<file path="src/verilog/pwr_cfg_consts.vh">
`ifndef PWR_CFG_CONSTS_VH
`define PWR_CFG_CONSTS_VH
// ----------------------------------------
// register offsets
// ----------------------------------------
`define OFS_CTRL 8'h00
`define OFS_STATUS 8'h04
`define OFS_REDUCED_POWER 8'h08
`define OFS_SLEW_FAST 8'h0C
`define OFS_SIGNATURE 8'h10
`define OFS_CONFIG_DATA 8'h14
`define OFS_PROG_CTRL 8'h18
`define OFS_OUT_POLARITY 8'h1C
// ----------------------------------------
// control fields
// ----------------------------------------
`define CTRL_PD_OPTION 0
`define CTRL_HYST_LARGE 1
`define CTRL_JTAG_EN 2
`define CTRL_KEEPER_EN 3
`define CTRL_RESET 32'h0000_0004
// ----------------------------------------
// status fields
// ----------------------------------------
`define ST_POWERED_DOWN 0
`define ST_LOCKED 1
`define ST_FUSE 2
`define ST_INIT_DONE 3
`define ST_ERASED 4
`define ST_PROG_ACTIVE 5
// ----------------------------------------
// programming commands
// ----------------------------------------
`define PROG_START 0
`define PROG_FINISH 1
`define PROG_FUSE 2
`define PROG_ERASE 3
`define PROG_PTR_CLR 4
// ----------------------------------------
// reset values and timing
// ----------------------------------------
`define SIGNATURE_RESET 16'h0000
`define SLEW_RESET 32'h0000_0000
`define CLK_PERIOD_NS 40
`define INIT_DELAY_NS 400
`endif
</file>
<file path="src/verilog/power_config_ctrl.v">
// Functional notes
// power-down option set: either sleep request pin high enters power-down
// power-down latches internal state and enabled outputs at entry values
// pin transitions ignored until active sleep request pin goes low
// sleep pins not logic inputs; their macrocells stay usable internally
// each macrocell has its own reduced-power setting, unused ones off
// each output has own slew setting, slow by default
// shortly after power-up reset registers initialize, outputs follow polarity
// driver meets setup times before raising clock after reset
// clock stays stable throughout power-up reset
// power-up reset hysteresis selectable small or large
// programmed security fuse blocks configuration readback
// 16-bit user signature readable regardless of fuse
// programming runs over four-signal JTAG port driven by programmer
// JTAG port can be disabled, its four pins become user I/O
// interrupted programming locks device, pins held high impedance
// pin keeper option holds pins at former level during programming
// device starts in erased configuration, ready for programming
// outputs high impedance at power-down entry stay so throughout
// both sleep pins low releases hold, resumes from held values
`timescale 1ns/1ps
`include "pwr_cfg_consts.vh"
module power_config_ctrl #(
  parameter PINS = 8,
  parameter CELLS = 32,
  parameter CFG_WORDS = 8,
  parameter PTR_W = 3
) (
  input wire CLK,
  input wire SYS_RST,
  input wire PSEL,
  input wire PENABLE,
  input wire PWRITE,
  input wire [7:0] PADDR,
  input wire [31:0] PWDATA,
  output reg [31:0] PRDATA,
  output wire PREADY,
  output wire PSLVERR,
  input wire SLEEP_REQUEST_A,
  input wire SLEEP_REQUEST_B,
  input wire PROG_SESSION,
  input wire [3:0] JTAG_PIN_IN,
  input wire [PINS-1:0] PIN_IN,
  output reg [PINS-1:0] CORE_IN,
  output reg [3:0] JTAG_USER_IN,
  input wire [PINS-1:0] CORE_OUT,
  input wire [PINS-1:0] CORE_OE,
  output reg [PINS-1:0] PIN_OUT,
  output reg [PINS-1:0] PIN_OE,
  output reg [CELLS-1:0] CELL_REDUCED_POWER,
  output reg [PINS-1:0] SLEW_FAST,
  output reg HYST_LARGE,
  output reg JTAG_PORT_ENABLED,
  output reg POWERED_DOWN,
  output reg KEEPER_ACTIVE
);
  localparam INIT_CYCLES_RAW = (`INIT_DELAY_NS + `CLK_PERIOD_NS - 1) / `CLK_PERIOD_NS;
  localparam INIT_CYCLES = (INIT_CYCLES_RAW < 1) ? 1 : INIT_CYCLES_RAW;
  localparam [31:0] INIT_SPAN = INIT_CYCLES - 1;
  localparam [7:0] INIT_LAST = INIT_SPAN[7:0];
  localparam PH_INIT = 2'd0;
  localparam PH_RUN = 2'd1;
  localparam PH_DOWN = 2'd2;
  localparam [31:0] SLEW_INIT = `SLEW_RESET;

  // ----------------------------------------
  // helpers
  // ----------------------------------------
  function [PINS+5:0] filt;
    input [PINS+5:0] s2;
    input [PINS+5:0] s3;
    input [PINS+5:0] prev;
    begin
      filt = (~(s2 ^ s3) & s3) | ((s2 ^ s3) & prev);
    end
  endfunction

  function hit;
    input [7:0] a;
    input [7:0] ofs;
    begin
      hit = (a == ofs);
    end
  endfunction

  // ----------------------------------------
  // pin synchronisers
  // ----------------------------------------
  reg [PINS+5:0] s1;
  reg [PINS+5:0] s2;
  reg [PINS+5:0] s3;
  reg [PINS+5:0] clean;
  always @(posedge CLK) begin
    if (SYS_RST) begin
      s1 <= {(PINS+6){1'b0}};
      s2 <= {(PINS+6){1'b0}};
      s3 <= {(PINS+6){1'b0}};
      clean <= {(PINS+6){1'b0}};
    end else begin
      s1 <= {JTAG_PIN_IN, PROG_SESSION, SLEEP_REQUEST_B, SLEEP_REQUEST_A, PIN_IN[PINS-1:1]};
      s2 <= s1;
      s3 <= s2;
      clean <= filt(s2, s3, clean);
    end
  end
  wire [PINS-1:0] pin_clean = {clean[PINS-2:0], 1'b0};
  wire sleep_a = clean[PINS-1];
  wire sleep_b = clean[PINS];
  wire session = clean[PINS+1];
  wire [3:0] jtag_clean = clean[PINS+5:PINS+2];
  reg [PINS-1:0] pin0_s;
  reg pin0_clean;
  always @(posedge CLK) begin
    if (SYS_RST) begin
      pin0_s <= {PINS{1'b0}};
      pin0_clean <= 1'b0;
    end else begin
      pin0_s <= {pin0_s[PINS-2:0], PIN_IN[0]};
      if (pin0_s[1] == pin0_s[2])
        pin0_clean <= pin0_s[2];
    end
  end

  // ----------------------------------------
  // registers
  // ----------------------------------------
  reg [31:0] ctrl;
  reg [PINS-1:0] polarity;
  reg [15:0] signature;
  reg fuse;
  reg locked;
  reg erased;
  reg prog_active;
  reg [1:0] phase;
  reg [7:0] init_cnt;
  reg [PTR_W-1:0] ptr;
  reg [31:0] cfg_mem [0:CFG_WORDS-1];
  integer i;

  wire wr = PSEL & PENABLE & PWRITE;
  wire setup = PSEL & ~PENABLE;
  wire mapped = hit(PADDR, `OFS_CTRL) | hit(PADDR, `OFS_STATUS) |
    hit(PADDR, `OFS_REDUCED_POWER) | hit(PADDR, `OFS_SLEW_FAST) |
    hit(PADDR, `OFS_SIGNATURE) | hit(PADDR, `OFS_CONFIG_DATA) |
    hit(PADDR, `OFS_PROG_CTRL) | hit(PADDR, `OFS_OUT_POLARITY);
  assign PREADY = 1'b1;
  assign PSLVERR = PSEL & PENABLE & ~mapped;

  wire pd_option = ctrl[`CTRL_PD_OPTION];
  wire sleep_req = pd_option & (sleep_a | sleep_b);
  wire jtag_en = ctrl[`CTRL_JTAG_EN];
  wire cmd = wr & hit(PADDR, `OFS_PROG_CTRL);
  wire start_ok = jtag_en & session & ~POWERED_DOWN;

  // ----------------------------------------
  // power phase sequencer
  // ----------------------------------------
  always @(posedge CLK) begin
    if (SYS_RST) begin
      phase <= PH_INIT;
      init_cnt <= 8'h00;
    end else begin
      case (phase)
        PH_INIT: begin
          // clock assumed steady during reset, setup met after it // R9
          if (init_cnt == INIT_LAST)
            phase <= PH_RUN;
          else
            init_cnt <= init_cnt + 8'h01;
        end
        PH_RUN: begin
          if (sleep_req)
            phase <= PH_DOWN;
        end
        PH_DOWN: begin
          if (~sleep_a & ~sleep_b)
            phase <= PH_RUN;
        end
        default: phase <= PH_INIT;
      endcase
    end
  end

  // ----------------------------------------
  // pin paths
  // ----------------------------------------
  wire down_next = (phase == PH_RUN) & sleep_req;
  always @(posedge CLK) begin
    if (SYS_RST) begin
      CORE_IN <= {PINS{1'b0}};
      JTAG_USER_IN <= 4'h0;
      PIN_OUT <= {PINS{1'b0}};
      PIN_OE <= {PINS{1'b0}};
      POWERED_DOWN <= 1'b0;
      KEEPER_ACTIVE <= 1'b0;
    end else begin
      POWERED_DOWN <= down_next | ((phase == PH_DOWN) & (sleep_a | sleep_b));
      KEEPER_ACTIVE <= ctrl[`CTRL_KEEPER_EN] & prog_active;
      if (phase == PH_INIT) begin
        PIN_OUT <= polarity;
        PIN_OE <= {PINS{1'b1}};
      end else if (locked) begin
        PIN_OE <= {PINS{1'b0}};
      end else if (prog_active & ctrl[`CTRL_KEEPER_EN]) begin
        PIN_OE <= PIN_OE;
      end else if (prog_active) begin
        PIN_OE <= {PINS{1'b0}};
      end else if (phase == PH_RUN & ~down_next) begin
        PIN_OUT <= CORE_OUT;
        PIN_OE <= CORE_OE;
      end
      // held outputs and high impedance survive power-down // R2 R18
      if (phase == PH_RUN & ~down_next) begin
        // sleep pins are not logic inputs while the option is on // R4
        CORE_IN <= {pin_clean[PINS-1:1], pin0_clean & ~pd_option};
        if (~jtag_en)
          JTAG_USER_IN <= jtag_clean;
      end
      // inputs frozen until sleep request falls // R3
    end
  end

  // ----------------------------------------
  // register writes and programming
  // ----------------------------------------
  always @(posedge CLK) begin
    if (SYS_RST) begin
      ctrl <= `CTRL_RESET;
      CELL_REDUCED_POWER <= {CELLS{1'b0}};
      SLEW_FAST <= SLEW_INIT[PINS-1:0];
      polarity <= {PINS{1'b0}};
      signature <= `SIGNATURE_RESET;
      fuse <= 1'b0;
      locked <= 1'b0;
      erased <= 1'b1;
      prog_active <= 1'b0;
      ptr <= {PTR_W{1'b0}};
      for (i = 0; i < CFG_WORDS; i = i + 1)
        cfg_mem[i] <= 32'h0000_0000;
    end else begin
      if (wr & hit(PADDR, `OFS_CTRL))
        ctrl <= PWDATA;
      if (wr & hit(PADDR, `OFS_REDUCED_POWER))
        CELL_REDUCED_POWER <= PWDATA[CELLS-1:0];
      if (wr & hit(PADDR, `OFS_SLEW_FAST))
        SLEW_FAST <= PWDATA[PINS-1:0];
      if (wr & hit(PADDR, `OFS_OUT_POLARITY))
        polarity <= PWDATA[PINS-1:0];
      if (wr & hit(PADDR, `OFS_SIGNATURE) & prog_active)
        signature <= PWDATA[15:0];
      if (wr & hit(PADDR, `OFS_CONFIG_DATA) & prog_active) begin
        cfg_mem[ptr] <= PWDATA;
        ptr <= ptr + 1'b1;
        erased <= 1'b0;
      end else if (PSEL & PENABLE & ~PWRITE & hit(PADDR, `OFS_CONFIG_DATA)) begin
        ptr <= ptr + 1'b1;
      end
      if (cmd & PWDATA[`PROG_PTR_CLR])
        ptr <= {PTR_W{1'b0}};
      if (cmd & PWDATA[`PROG_START] & start_ok) begin
        prog_active <= 1'b1;
        locked <= 1'b0;
      end else if (prog_active & (~session | ~jtag_en)) begin
        prog_active <= 1'b0;
        locked <= 1'b1;
      end else if (cmd & PWDATA[`PROG_FINISH] & prog_active) begin
        prog_active <= 1'b0;
      end
      if (cmd & PWDATA[`PROG_FUSE] & prog_active)
        fuse <= 1'b1;
      if (cmd & PWDATA[`PROG_ERASE] & prog_active) begin
        fuse <= 1'b0;
        erased <= 1'b1;
        for (i = 0; i < CFG_WORDS; i = i + 1)
          cfg_mem[i] <= 32'h0000_0000;
      end
    end
  end

  always @(posedge CLK) begin
    if (SYS_RST) begin
      HYST_LARGE <= 1'b0;
      JTAG_PORT_ENABLED <= 1'b1;
    end else begin
      HYST_LARGE <= ctrl[`CTRL_HYST_LARGE];
      JTAG_PORT_ENABLED <= jtag_en;
    end
  end

  // ----------------------------------------
  // register reads
  // ----------------------------------------
  reg [31:0] next_rdata;
  always @* begin
    next_rdata = 32'h0000_0000;
    if (hit(PADDR, `OFS_CTRL))
      next_rdata = {28'h000_0000, ctrl[3:0]};
    if (hit(PADDR, `OFS_STATUS)) begin
      next_rdata[`ST_POWERED_DOWN] = POWERED_DOWN;
      next_rdata[`ST_LOCKED] = locked;
      next_rdata[`ST_FUSE] = fuse;
      next_rdata[`ST_INIT_DONE] = (phase != PH_INIT);
      next_rdata[`ST_ERASED] = erased;
      next_rdata[`ST_PROG_ACTIVE] = prog_active;
    end
    if (hit(PADDR, `OFS_REDUCED_POWER))
      next_rdata[CELLS-1:0] = CELL_REDUCED_POWER;
    if (hit(PADDR, `OFS_SLEW_FAST))
      next_rdata[PINS-1:0] = SLEW_FAST;
    if (hit(PADDR, `OFS_OUT_POLARITY))
      next_rdata[PINS-1:0] = polarity;
    if (hit(PADDR, `OFS_SIGNATURE))
      next_rdata[15:0] = signature;
    if (hit(PADDR, `OFS_CONFIG_DATA) & ~fuse)
      next_rdata = cfg_mem[ptr];
  end

  always @(posedge CLK) begin
    if (SYS_RST)
      PRDATA <= 32'h0000_0000;
    else if (setup & ~PWRITE)
      PRDATA <= next_rdata;
  end
endmodule // power_config_ctrl

</file>
<file path="config.mk">
export PLATFORM = sky130hd
export DESIGN_NAME = power_config_ctrl
export DESIGN_NICKNAME = d
export VERILOG_FILES = /design/src/verilog/power_config_ctrl.v
export VERILOG_INCLUDE_DIRS = /design/src /design/src/verilog
export SDC_FILE = /design/constraint.sdc
export NUM_CORES = 1
export LEC_CHECK = 0
export BUFFER_PORTS_ARGS = -buffer_cell sky130_fd_sc_hd__clkbuf_2
export CAP_MARGIN = 20
export CORE_UTILIZATION = 60
export DETAILED_ROUTE_END_ITERATION = 10
export GPL_TIMING_DRIVEN = 0
export HOLD_SLACK_MARGIN = 0.08
export PLACE_DENSITY = 0.82
export SYNTH_ARGS = -nofsm -noshare
export SYNTH_HDL_FRONTEND = slang
export SYNTH_SLANG_ARGS = --single-unit
export TNS_END_PERCENT = 1
</file>
<file path="constraint.sdc">
create_clock -name CLK -period 8.1 [get_ports CLK]
set_input_delay 0 -clock CLK [delete_from_list [all_inputs] [get_ports CLK]]
set_output_delay 0 -clock CLK [all_outputs]
set_load 0.005 [all_outputs]
</file>
==> reports/qor.txt, run 1 <==
largest net degree at the start of global routing - 25
Post-CTS Setup Repair Bufs - 0
antenna violations before repair - 1
initial core utilization - 0.613
# resized after CTS - 0
remaining global-route overflow - 0
setup repair after global routing missed its margin - no
hold violation total from the final report - 0
reg2reg start - prog_active
share of power burned in registers - 0.516
critical path capture point type - flip-flop
slew of the pin with the lowest slew margin - 1150 ps
Row Count - 65
sequential fraction of the synthesis area - 0.615
ordered cell list for the critical path - dlygate4sd3_1, clkbuf_2, buf_1, nand2b_1, nor3_1, a31oi_2, nand2b_2, buf_16
via count - 14,700
Layout Utilization - 0.739
highest ir drop seen on vdd - 0.222 mV
static leakage power - 0.00863 uW
count of nets after finishing - 2,016
die area - 33,000 um2
share of Yosys cell area claimed by the top area cell type - 0.397
accumulated negative setup slack - 0 ps
Max Buffers Root-to-Sink - 3
Num CTS Buffers - 46
clock skew - 12.5 ps
Internal Dissipation - 3950 uW
Power Dens Cells - 215 nW/um2
first-pass detailed-route iteration total - 6
max-slew headroom at the worst pin - 0.228
Final Slew Violations - 0
average instance area after synthesis - 11.9 um2
Cell variety after synth - 58
average wire per cell in the routed design - 23.2 um
number of enable-type register cells in the synthesized netlist - 256
count of input and output buffers - 178
net load switching power - 1070 uW
fraction of synthesis flops using an asynchronous set or reset pin - 0
layout-stage area growth over the synthesis result - 20.5%
Synth Net Count - 1,706
synthesized instance count - 1,627
number of warnings issued by yosys - 0
combinational group share of total power - 0.046
fraction of layout instances using a drive strength above 1 - 0.181
cell count of the worst reg-to-reg path - 7
Total Routing Usage GR - 0.338
CORE AREA - 31,600 um2
WP data required - 8400 ps
worst skew pair latency - 560 ps
worst min-delay path category - input pin to flip-flop
CTS root buffer - sky130_fd_sc_hd__clkbuf_16
worst reg-to-reg setup slack - 4830 ps
flop and latch count out of synthesis - 468
Net Sw Frac - 0.214
cell type contributing the most total cell area after synthesis - sky130_fd_sc_hd__edfxtp_1
share of the clock period used by the worst path - 0.420
worst-path fanout max - 18
I/O pin total - 182
most used flip-flop cell after synthesis - sky130_fd_sc_hd__edfxtp_1
final design area excluding fillers - 23,400 um2
clock transition at the register clock pins on the worst setup and hold paths after CTS - 60 ps
wire length of the first global-routing pass - 84,000 um
top post-synthesis cells by area - sky130_fd_sc_hd__edfxtp_1, sky130_fd_sc_hd__dfxtp_1, sky130_fd_sc_hd__and2_1, sky130_fd_sc_hd__mux4_2, sky130_fd_sc_hd__nand2_1
Period minus WS final - 3400 ps
total wirelength of the detailed-routed design - 55,300 um
gpl congestion - 0.944
number of buffers and inverters on the critical path - 4
type of the worst setup path - input pin to flip-flop
Worst path top cell family by delay - buffers and inverters
CTS tree - done
critical path startpoint category - input pin
maximum capacitance violations - 0
# H-tree levels - 2
detail-routed via count per cell - 6.20
Clock Sink Count - 468
DRC violation total after the first TritonRoute iteration - 1,789
antenna-violating nets left - 0
final HPWL from detailed placement - 35,500 um
peak per-stage delay on the critical path - 940 ps
die span in y - 182 um
achievable clock frequency - 294 MHz
Worst Hold Path EP - CELL_REDUCED_POWER[1]
WP data arrival - 3700 ps
Die Wd - 182 um
end of the worst register-to-register path - cfg_mem[0][20]
final setup violation count - 0
status - finished, final reports clean
worst hold path cell count - 6
Slowest cell on crit path - sky130_fd_sc_hd__a31oi_2
instance area at placement - 21,100 um2
Clk pwr share - 0.438
via count of the first global-routing pass - 14,800
DRC viols - 0
start point of the worst min-delay path - PADDR[6]
cell area after synthesis - 19,400 um2
## cells in the mapped netlist, types with 7 or more instances
cell                         n
sky130_fd_sc_hd__a22oi_1    19
sky130_fd_sc_hd__nor3_1     27
sky130_fd_sc_hd__dfxtp_1   212
sky130_fd_sc_hd__nor2b_1    65
sky130_fd_sc_hd__edfxtp_1  256
sky130_fd_sc_hd__nor2_1     84
sky130_fd_sc_hd__mux2i_1    57
sky130_fd_sc_hd__nand2_1   169
sky130_fd_sc_hd__mux4_2     50
sky130_fd_sc_hd__inv_1       8
sky130_fd_sc_hd__buf_1       7
sky130_fd_sc_hd__buf_2      13
sky130_fd_sc_hd__a21oi_1   104
sky130_fd_sc_hd__xor2_1      7
sky130_fd_sc_hd__and2_1    248
sky130_fd_sc_hd__a311oi_1   11
sky130_fd_sc_hd__o22ai_1     7
sky130_fd_sc_hd__o21ai_0    41
sky130_fd_sc_hd__a211oi_1   22
sky130_fd_sc_hd__nand3_1    25
sky130_fd_sc_hd__mux2_2     12
sky130_fd_sc_hd__a221o_1    11
sky130_fd_sc_hd__a31oi_1    11
sky130_fd_sc_hd__clkbuf_1   87
## power by group through the flow
stage	sequential, uW	clock [uW]	combinational, uW
after global routing	2600	2290	244
final	2590	2200	233
after floorplan	2640	0	93.8
after global placement	2650	0	177
after CTS	2590	2190	225
after detailed placement	2640	0	196
## metrics by stage
| step | setup WS [ps] | hold slack, ps | cells | total power [uW] |
|---|---|---|---|---|
| finish | 4700 | 103 | 2377 | 5030 |
| detailed placement | 4840 | 214 | 2216 | 2840 |
| global route | 4660 | 178 | 2377 | 5140 |
| global placement | 1450 | 207 | 2207 | 2820 |
| floorplan | 4080 | 128 | 1627 | 2730 |
| CTS | 4860 | 80.8 | 2376 | 5000 |
## flip-flops by register name (all words and copies together), names as in the netlist, 2 cells and up, named ones only
name                cells
s3                     14
PRDATA                 32
CELL_REDUCED_POWER     32
polarity                8
cfg_mem               256
SLEW_FAST               8
s2                     14
s1                     14
ctrl                    4
PIN_OE                  8
init_cnt                8
ptr                     3
PIN_OUT                 8
phase                   2
JTAG_USER_IN            4
pin0_s                  3
CORE_IN                 8
signature              16
## layout make-up
cell class              count  area, um2
diodes                      1       2.50
plain buffers             113        468
clock buffers              69       1360
clock inverters            16        198
fillers                  1960       8270
inverters                   9       33.8
multi-input cells        1037       7030
flip-flops and latches    468      11900
well taps                 402        503
repair buffers            262       1840
## worst max-delay path by stage
stage,start,to,depth (start not counted)
3_5_place_dp,PADDR[2],cfg_mem[0][18],7
6_report,PADDR[2],cfg_mem[0][20],8
3_3_place_gp,PADDR[1],cfg_mem[4][26],7
4_1_cts,PADDR[2],cfg_mem[0][3],8
2_1_floorplan,PADDR[4],cfg_mem[7][0],7
5_1_grt,PADDR[2],cfg_mem[0][18],8
## logic make-up after synthesis
| kind of cell | count (synthesis) | share of synthesized area |
|---|---|---|
| buffers and inverters | 122 | 0.0259 |
| XOR/XNOR | 9 | 0.00407 |
| adder cells (fa/ha/maj) | 3 | 0.00194 |
| AND/OR/NAND/NOR | 657 | 0.179 |
| other | 1 | 0.000193 |
| AO/OA/AOI/OAI | 248 | 0.0787 |
| multiplexers | 119 | 0.0945 |
| flip-flops | 468 | 0.615 |
## layout by cell type, fill, tap and decap left out, drive strengths merged, types with 44 or more instances in the layout
cell type,n
dlygate4sd3,75
mux4,50
mux2i,57
a21oi,104
nor2,84
and2,248
nor2b,65
dfxtp,212
o21ai,44
edfxtp,256
nand2,169
clkbuf,335
## routing by layer
metal  global-route usage  share of wire
met1                0.438           0.37
met5                    0              0
met2                0.537           0.47
met4                0.186          0.057
met3               0.0690           0.11
## worst reg2reg max path, cell delays in order (launching register included)
cell and delay [ps]:
sky130_fd_sc_hd__dfxtp_1 310, sky130_fd_sc_hd__clkbuf_1 330, sky130_fd_sc_hd__nand4_1 290, sky130_fd_sc_hd__nor2_1 280, sky130_fd_sc_hd__nand3b_1 180, sky130_fd_sc_hd__nor3_1 620, sky130_fd_sc_hd__nand2b_2 690, sky130_fd_sc_hd__buf_16 260
## what timing repair did
action | in CTS | in global routing
hold buffers | 75 | 0
endpoints found under the hold margin | 301 | 0
endpoints found under the setup margin | 0 | 0
(Power assumes the default switching activity.)
==> run 2, diff against run 1 <==
Settings changed: CORE_UTILIZATION 60 to 59, PLACE_DENSITY 0.82 to 0.8.
Clock period 8.1 ns to 3.5 ns, I/O delays scaled along.
==> reports/qor.txt, run 2 (synthesis gave the netlist of run 1 again) <==
maximum capacitance violations - 0
worst min-delay path category - input pin to flip-flop
largest net degree at the start of global routing - 23
Layout Utilization - 0.717
remaining global-route overflow - 0
final HPWL from detailed placement - 35,200 um
Slowest cell on crit path - sky130_fd_sc_hd__nor2_1
die span in y - 183 um
capture point of the worst path - CELL_REDUCED_POWER[22]
hold violation total from the final report - 0
Most flops, register - cfg_mem
worst hold path cell count - 3
Die Wd - 183 um
Final Slew Violations - 0
final setup violation count - 0
fraction of layout instances using a drive strength above 1 - 0.179
fill cell instance count of the final layout - 2,144
antenna violations before repair - 0
antenna-violating nets left - 0
most frequent standard cell in the layout excluding fill and tap cells - sky130_fd_sc_hd__edfxtp_1
cell count of the worst reg-to-reg path - 7
Num CTS Buffers - 46
Cell Count Post-Placement - 2,256
CORE AREA - 32,500 um2
peak per-stage delay on the critical path - 700 ps
Final Hold Slack - 187 ps
worst skew pair latency - 560 ps
CTS root buffer - sky130_fd_sc_hd__clkbuf_16
Period minus WS final - 3330 ps
static leakage power - 0.00857 uW
top flop regs - cfg_mem (256), CELL_REDUCED_POWER (32), PRDATA (32)
DRC viols - 0
setup repair after global routing missed its margin - no
worst reg-to-reg setup slack - 340 ps
# H-tree levels - 2
die area - 33,600 um2
first-pass detailed-route iteration total - 7
critical path capture point type - flip-flop
share of the clock period used by the worst path - 0.953
end of the worst register-to-register path - cfg_mem[1][4]
highest ir drop seen on vdd - 0.393 mV
achievable clock frequency - 300 MHz
WP data arrival - 3730 ps
clock skew - 24.4 ps
number of buffers and inverters on the critical path - 5
DRC violation total after the first TritonRoute iteration - 1,682
WP data required - 3900 ps
critical path startpoint category - input pin
met2 wire len - 25,100 um
via count - 14,600
Max Buffers Root-to-Sink - 3
Critical Path Stages - 10
total wirelength of the detailed-routed design - 53,000 um
slew of the pin with the lowest slew margin - 1070 ps
reg2reg start - prog_active
layout-stage area growth over the synthesis result - 20.1%
average wire per cell in the routed design - 21.9 um
Worst path top cell family by delay - buffers and inverters
wire length of the first global-routing pass - 80,300 um
max-slew headroom at the worst pin - 0.278
worst-path fanout max - 10
via count of the first global-routing pass - 14,400
Total Routing Usage GR - 0.316
clock transition at the register clock pins on the worst setup and hold paths after CTS - 60 ps
routed metal-1 wirelength - 20,100 um
highest-count cells in the layout ignoring fill and taps - sky130_fd_sc_hd__edfxtp_1, sky130_fd_sc_hd__and2_1, sky130_fd_sc_hd__dfxtp_1, sky130_fd_sc_hd__clkbuf_2, sky130_fd_sc_hd__nand2_1
initial core utilization - 0.597
detailed-routed wire length on met3 - 5330 um
top routing layer used - met4
Row Count - 66
Clock Sink Count - 468
ordered cell list for the critical path - dlygate4sd3_1, buf_6, or4_1, dlygate4sd3_1, clkbuf_2, nor2_1, nand2_1, clkbuf_1, nand2_1, a21oi_1
gpl congestion - 0.980
I/O pin total - 182
detail-routed via count per cell - 6.03
count of input and output buffers - 178
accumulated negative setup slack - 0 ps
count of nets after finishing - 2,016
status - finished, final reports clean
Power Dens Cells - 481 nW/um2
source of the critical timing path - PADDR[4]
CTS tree - done
type of the worst setup path - input pin to flip-flop
flip-flop count of the largest register, all copies and words added - 256
final cell count without fillers - 2,416
==> run 2: cell types whose count changed in the layout (fill, tap and decap cells not counted), sizes merged <==
cell,change
bufinv,-4
clkinv,+2
inv,-2
clkbuf,+3
==> run 2: per-layer routing <==
metal,up-vias,global-route usage
met1,6992,0.417
met4,0,0.150
met2,934,0.507
met5,-,0
li1,6439,-
met3,201,0.0614
==> run 2: cell type report <==
| type | instances | area [um2] | area share |
|---|---|---|---|
| multi-input cells | 1037 | 7040 | 0.302 |
| inverters | 9 | 33.8 | 0.00145 |
| clock buffers | 72 | 1340 | 0.0574 |
| repair buffers | 262 | 1840 | 0.0789 |
| well taps | 442 | 553 | 0.0238 |
| flip-flops and latches | 468 | 11900 | 0.512 |
| clock inverters | 12 | 81.3 | 0.00349 |
| plain buffers | 113 | 468 | 0.0201 |
| diodes | 1 | 2.50 | 0.000107 |
==> run 2: per-stage QoR <==
stage               setup slack [ps]  power [uW]  instance area, um2
finish                           165       11200               23300
global route                     153       11500               23300
floorplan                       -520        6320               19400
detailed placement               221        6570               21100
global placement               -2930        6530               20800
CTS                              188       11200               23300
==> run 2: tightest hold or removal path, delay by kind of cell <==
kind	cells	cell delay (ps)
AND/OR/NAND/NOR	1	100
buffers and inverters	2	610
==> run 2: repair_timing <==
| item | CTS | global route |
|---|---|---|
| setup buffers | 0 | 0 |
| setup endpoints to repair | 0 | 12 |
| endpoints found under the hold margin | 299 | 0 |
| hold buffers | 75 | 0 |
| gates resized for setup | 0 | 1 |
==> run 2: worst min path at each step <==
stage                      to      startpoint  slack, ps
global route           s1[13]  JTAG_PIN_IN[3]        190
global placement       s1[10]  JTAG_PIN_IN[0]        210
detailed placement  pin0_s[0]       PIN_IN[0]        210
floorplan           pin0_s[0]       PIN_IN[0]        130
finish                 s1[13]  JTAG_PIN_IN[3]        190
CTS                 PRDATA[5]        PADDR[6]        170
==> run 2: power by group <==
group / switching (uW) / internal [uW] / leakage (uW)
combinational: 321 / 215 / 0.00362
clock: 2050 / 2630 / 0.000696
sequential: 54.8 / 5940 / 0.00425
total: 2420 / 8790 / 0.00857
==> run 3, diff against run 2 <==
Settings changed: CORE_ASPECT_RATIO set to 1.75.
==> reports/qor.txt, run 3 (synthesis gave the netlist of run 1 again) <==
antenna-violating nets left - 0
count of nets after finishing - 2,011
worst skew pair latency - 560 ps
WP data arrival - 3480 ps
most frequent standard cell in the layout excluding fill and tap cells - sky130_fd_sc_hd__edfxtp_1
antenna violations before repair - 0
fill cell instance count of the final layout - 2,143
slew of the pin with the lowest slew margin - 1090 ps
clock skew - 20.0 ps
Row Count - 87
CORE AREA - 32,300 um2
max-slew headroom at the worst pin - 0.274
worst min-delay path category - input pin to flip-flop
Total Routing Usage GR - 0.333
largest net degree at the start of global routing - 23
critical path capture point type - flip-flop
initial core utilization - 0.600
top flop regs - cfg_mem (256), CELL_REDUCED_POWER (32), PRDATA (32)
clock transition at the register clock pins on the worst setup and hold paths after CTS - 70 ps
final design area excluding fillers - 23,200 um2
reg2reg start - prog_active
Clk pwr share - 0.430
total wirelength of the detailed-routed design - 54,600 um
layout-stage area growth over the synthesis result - 19.9%
DRC violation total after the first TritonRoute iteration - 1,032
status - complete, but fails checks
die area - 33,600 um2
met1 Usage GRT - 0.337
wire length of the first global-routing pass - 83,500 um
most used routing layer in global routing - met2
share of power burned in registers - 0.523
Clock Sink Count - 468
highest-count cells in the layout ignoring fill and taps - sky130_fd_sc_hd__edfxtp_1, sky130_fd_sc_hd__and2_1, sky130_fd_sc_hd__dfxtp_1, sky130_fd_sc_hd__clkbuf_2, sky130_fd_sc_hd__nand2_1
antenna cells - 0
static leakage power - 0.00856 uW
Layout Utilization - 0.719
achievable clock frequency - 314 MHz
combinational group share of total power - 0.047
share of the clock period used by the worst path - 0.909
grt met2 use - 0.618
average wire per cell in the routed design - 23.1 um
first-pass detailed-route iteration total - 10
Post-CTS Setup Repair Bufs - 0
cell count of the worst reg-to-reg path - 7
final HPWL from detailed placement - 38,100 um
Num CTS Buffers - 41
failing checks - DRC
highest ir drop seen on vdd - 0.508 mV
detail-routed via count per cell - 6.06
DRC viols - 5
critical path startpoint category - input pin
gpl congestion - 1.00
via count of the first global-routing pass - 15,000
WP data required - 3800 ps
final setup violation count - 0
Max Buffers Root-to-Sink - 3
CTS tree - done
Power Dens Cells - 493 nW/um2
setup repair after global routing missed its margin - no
Most flops, register - cfg_mem
Internal Dissipation - 9030 uW
met3 usage - 0.0537
net load switching power - 2430 uW
flip-flop count of the largest register, all copies and words added - 256
die span in y - 242 um
worst-path fanout max - 21
capture point of the worst path - cfg_mem[0][1]
instance area at placement - 21,000 um2
type of the worst setup path - input pin to flip-flop
Net Sw Frac - 0.212
Final Power - 11,500 uW
hold violation total from the final report - 0
source of the critical timing path - PADDR[2]
remaining global-route overflow - 0
maximum capacitance violations - 0
Final Slew Violations - 0
CTS root buffer - sky130_fd_sc_hd__clkbuf_16
end of the worst register-to-register path - cfg_mem[0][1]
combined area of the multi-input logic cells - 7030 um2
via count - 14,300
count of input and output buffers - 178
I/O pin total - 182
footprint of the flip-flops and latches - 11,900 um2
# H-tree levels - 2
worst reg-to-reg setup slack - 370 ps
fraction of layout instances using a drive strength above 1 - 0.180
Die Wd - 139 um
Final Hold Slack - 121 ps
Period minus WS final - 3180 ps
==> run 3: changes by cell type in the layout (fill, tap and decap cells not counted), moves of 2 or more <==
cell	change
sky130_fd_sc_hd__buf_12	+2
sky130_fd_sc_hd__buf_16	-2
sky130_fd_sc_hd__bufinv_16	+7
sky130_fd_sc_hd__clkbuf_1	-8
sky130_fd_sc_hd__clkbuf_16	-4
sky130_fd_sc_hd__clkbuf_2	-2
sky130_fd_sc_hd__clkinv_2	-2
sky130_fd_sc_hd__clkinv_8	-2
sky130_fd_sc_hd__clkinvlp_4	+2
sky130_fd_sc_hd__inv_6	+2
==> run 3: what timing repair did <==
action                                 4_1_cts  5_1_grt
hold buffers                                75        0
endpoints found under the hold margin      302        0
gates resized for setup                      0        0
==> run 3: layout make-up <==
type,instances,share of cell area
Inverter,9,0.00145
Sequential cell,468,0.513
Buffer,113,0.0201
Timing Repair Buffer,262,0.0784
Multi-Input combinational cell,1037,0.303
Tap cell,400,0.0215
Clock buffer,56,0.0505
Clock inverter,19,0.0121
==> run 3: metal layers <==
| metal | up-vias | wire (um) |
|---|---|---|
| li1 | 6413 | - |
| met1 | 6950 | 17800 |
| met2 | 737 | 29100 |
| met3 | 230 | 3840 |
| met4 | 0 | 3860 |
| met5 | - | 0 |
==> run 3: power by group through the flow <==
| stage | combinational, uW | sequential, uW | clock, uW |
|---|---|---|---|
| 2_1_floorplan | 217 | 6100 | 0 |
| 3_3_place_gp | 419 | 6120 | 0 |
| 3_5_place_dp | 460 | 6120 | 0 |
| 4_1_cts | 526 | 6000 | 4940 |
| 5_1_grt | 565 | 6010 | 5120 |
| 6_report | 537 | 6000 | 4930 |
==> run 3: worst min-delay path by stage <==
stage / from / end / slack (ps) / cells past startpoint
2_1_floorplan: PIN_IN[0] / pin0_s[0] / 130 / 1
3_3_place_gp: PIN_IN[4] / s1[3] / 210 / 2
3_5_place_dp: JTAG_PIN_IN[0] / s1[10] / 220 / 2
4_1_cts: PSEL / erased / 80 / 6
5_1_grt: PSEL / erased / 170 / 6
6_report: PSEL / PRDATA[4] / 120 / 5
==> run 3: through the flow <==
stage               std cells  setup TNS [ps]  setup WS (ps)
floorplan                1627          -99640           -520
global route             2364               0            144
CTS                      2364               0            367
finish                   2364               0            318
global placement         2205         -560730          -3080
detailed placement       2214               0            343
==> run 3: worst max-delay path, cell delays in order <==
cell                            delay (ps)
sky130_fd_sc_hd__dlygate4sd3_1         520
sky130_fd_sc_hd__clkbuf_2              170
sky130_fd_sc_hd__buf_1                 460
sky130_fd_sc_hd__nand2b_1              400
sky130_fd_sc_hd__nor3_1                120
sky130_fd_sc_hd__a31oi_2               900
sky130_fd_sc_hd__nand2b_2              540
sky130_fd_sc_hd__buf_12                340
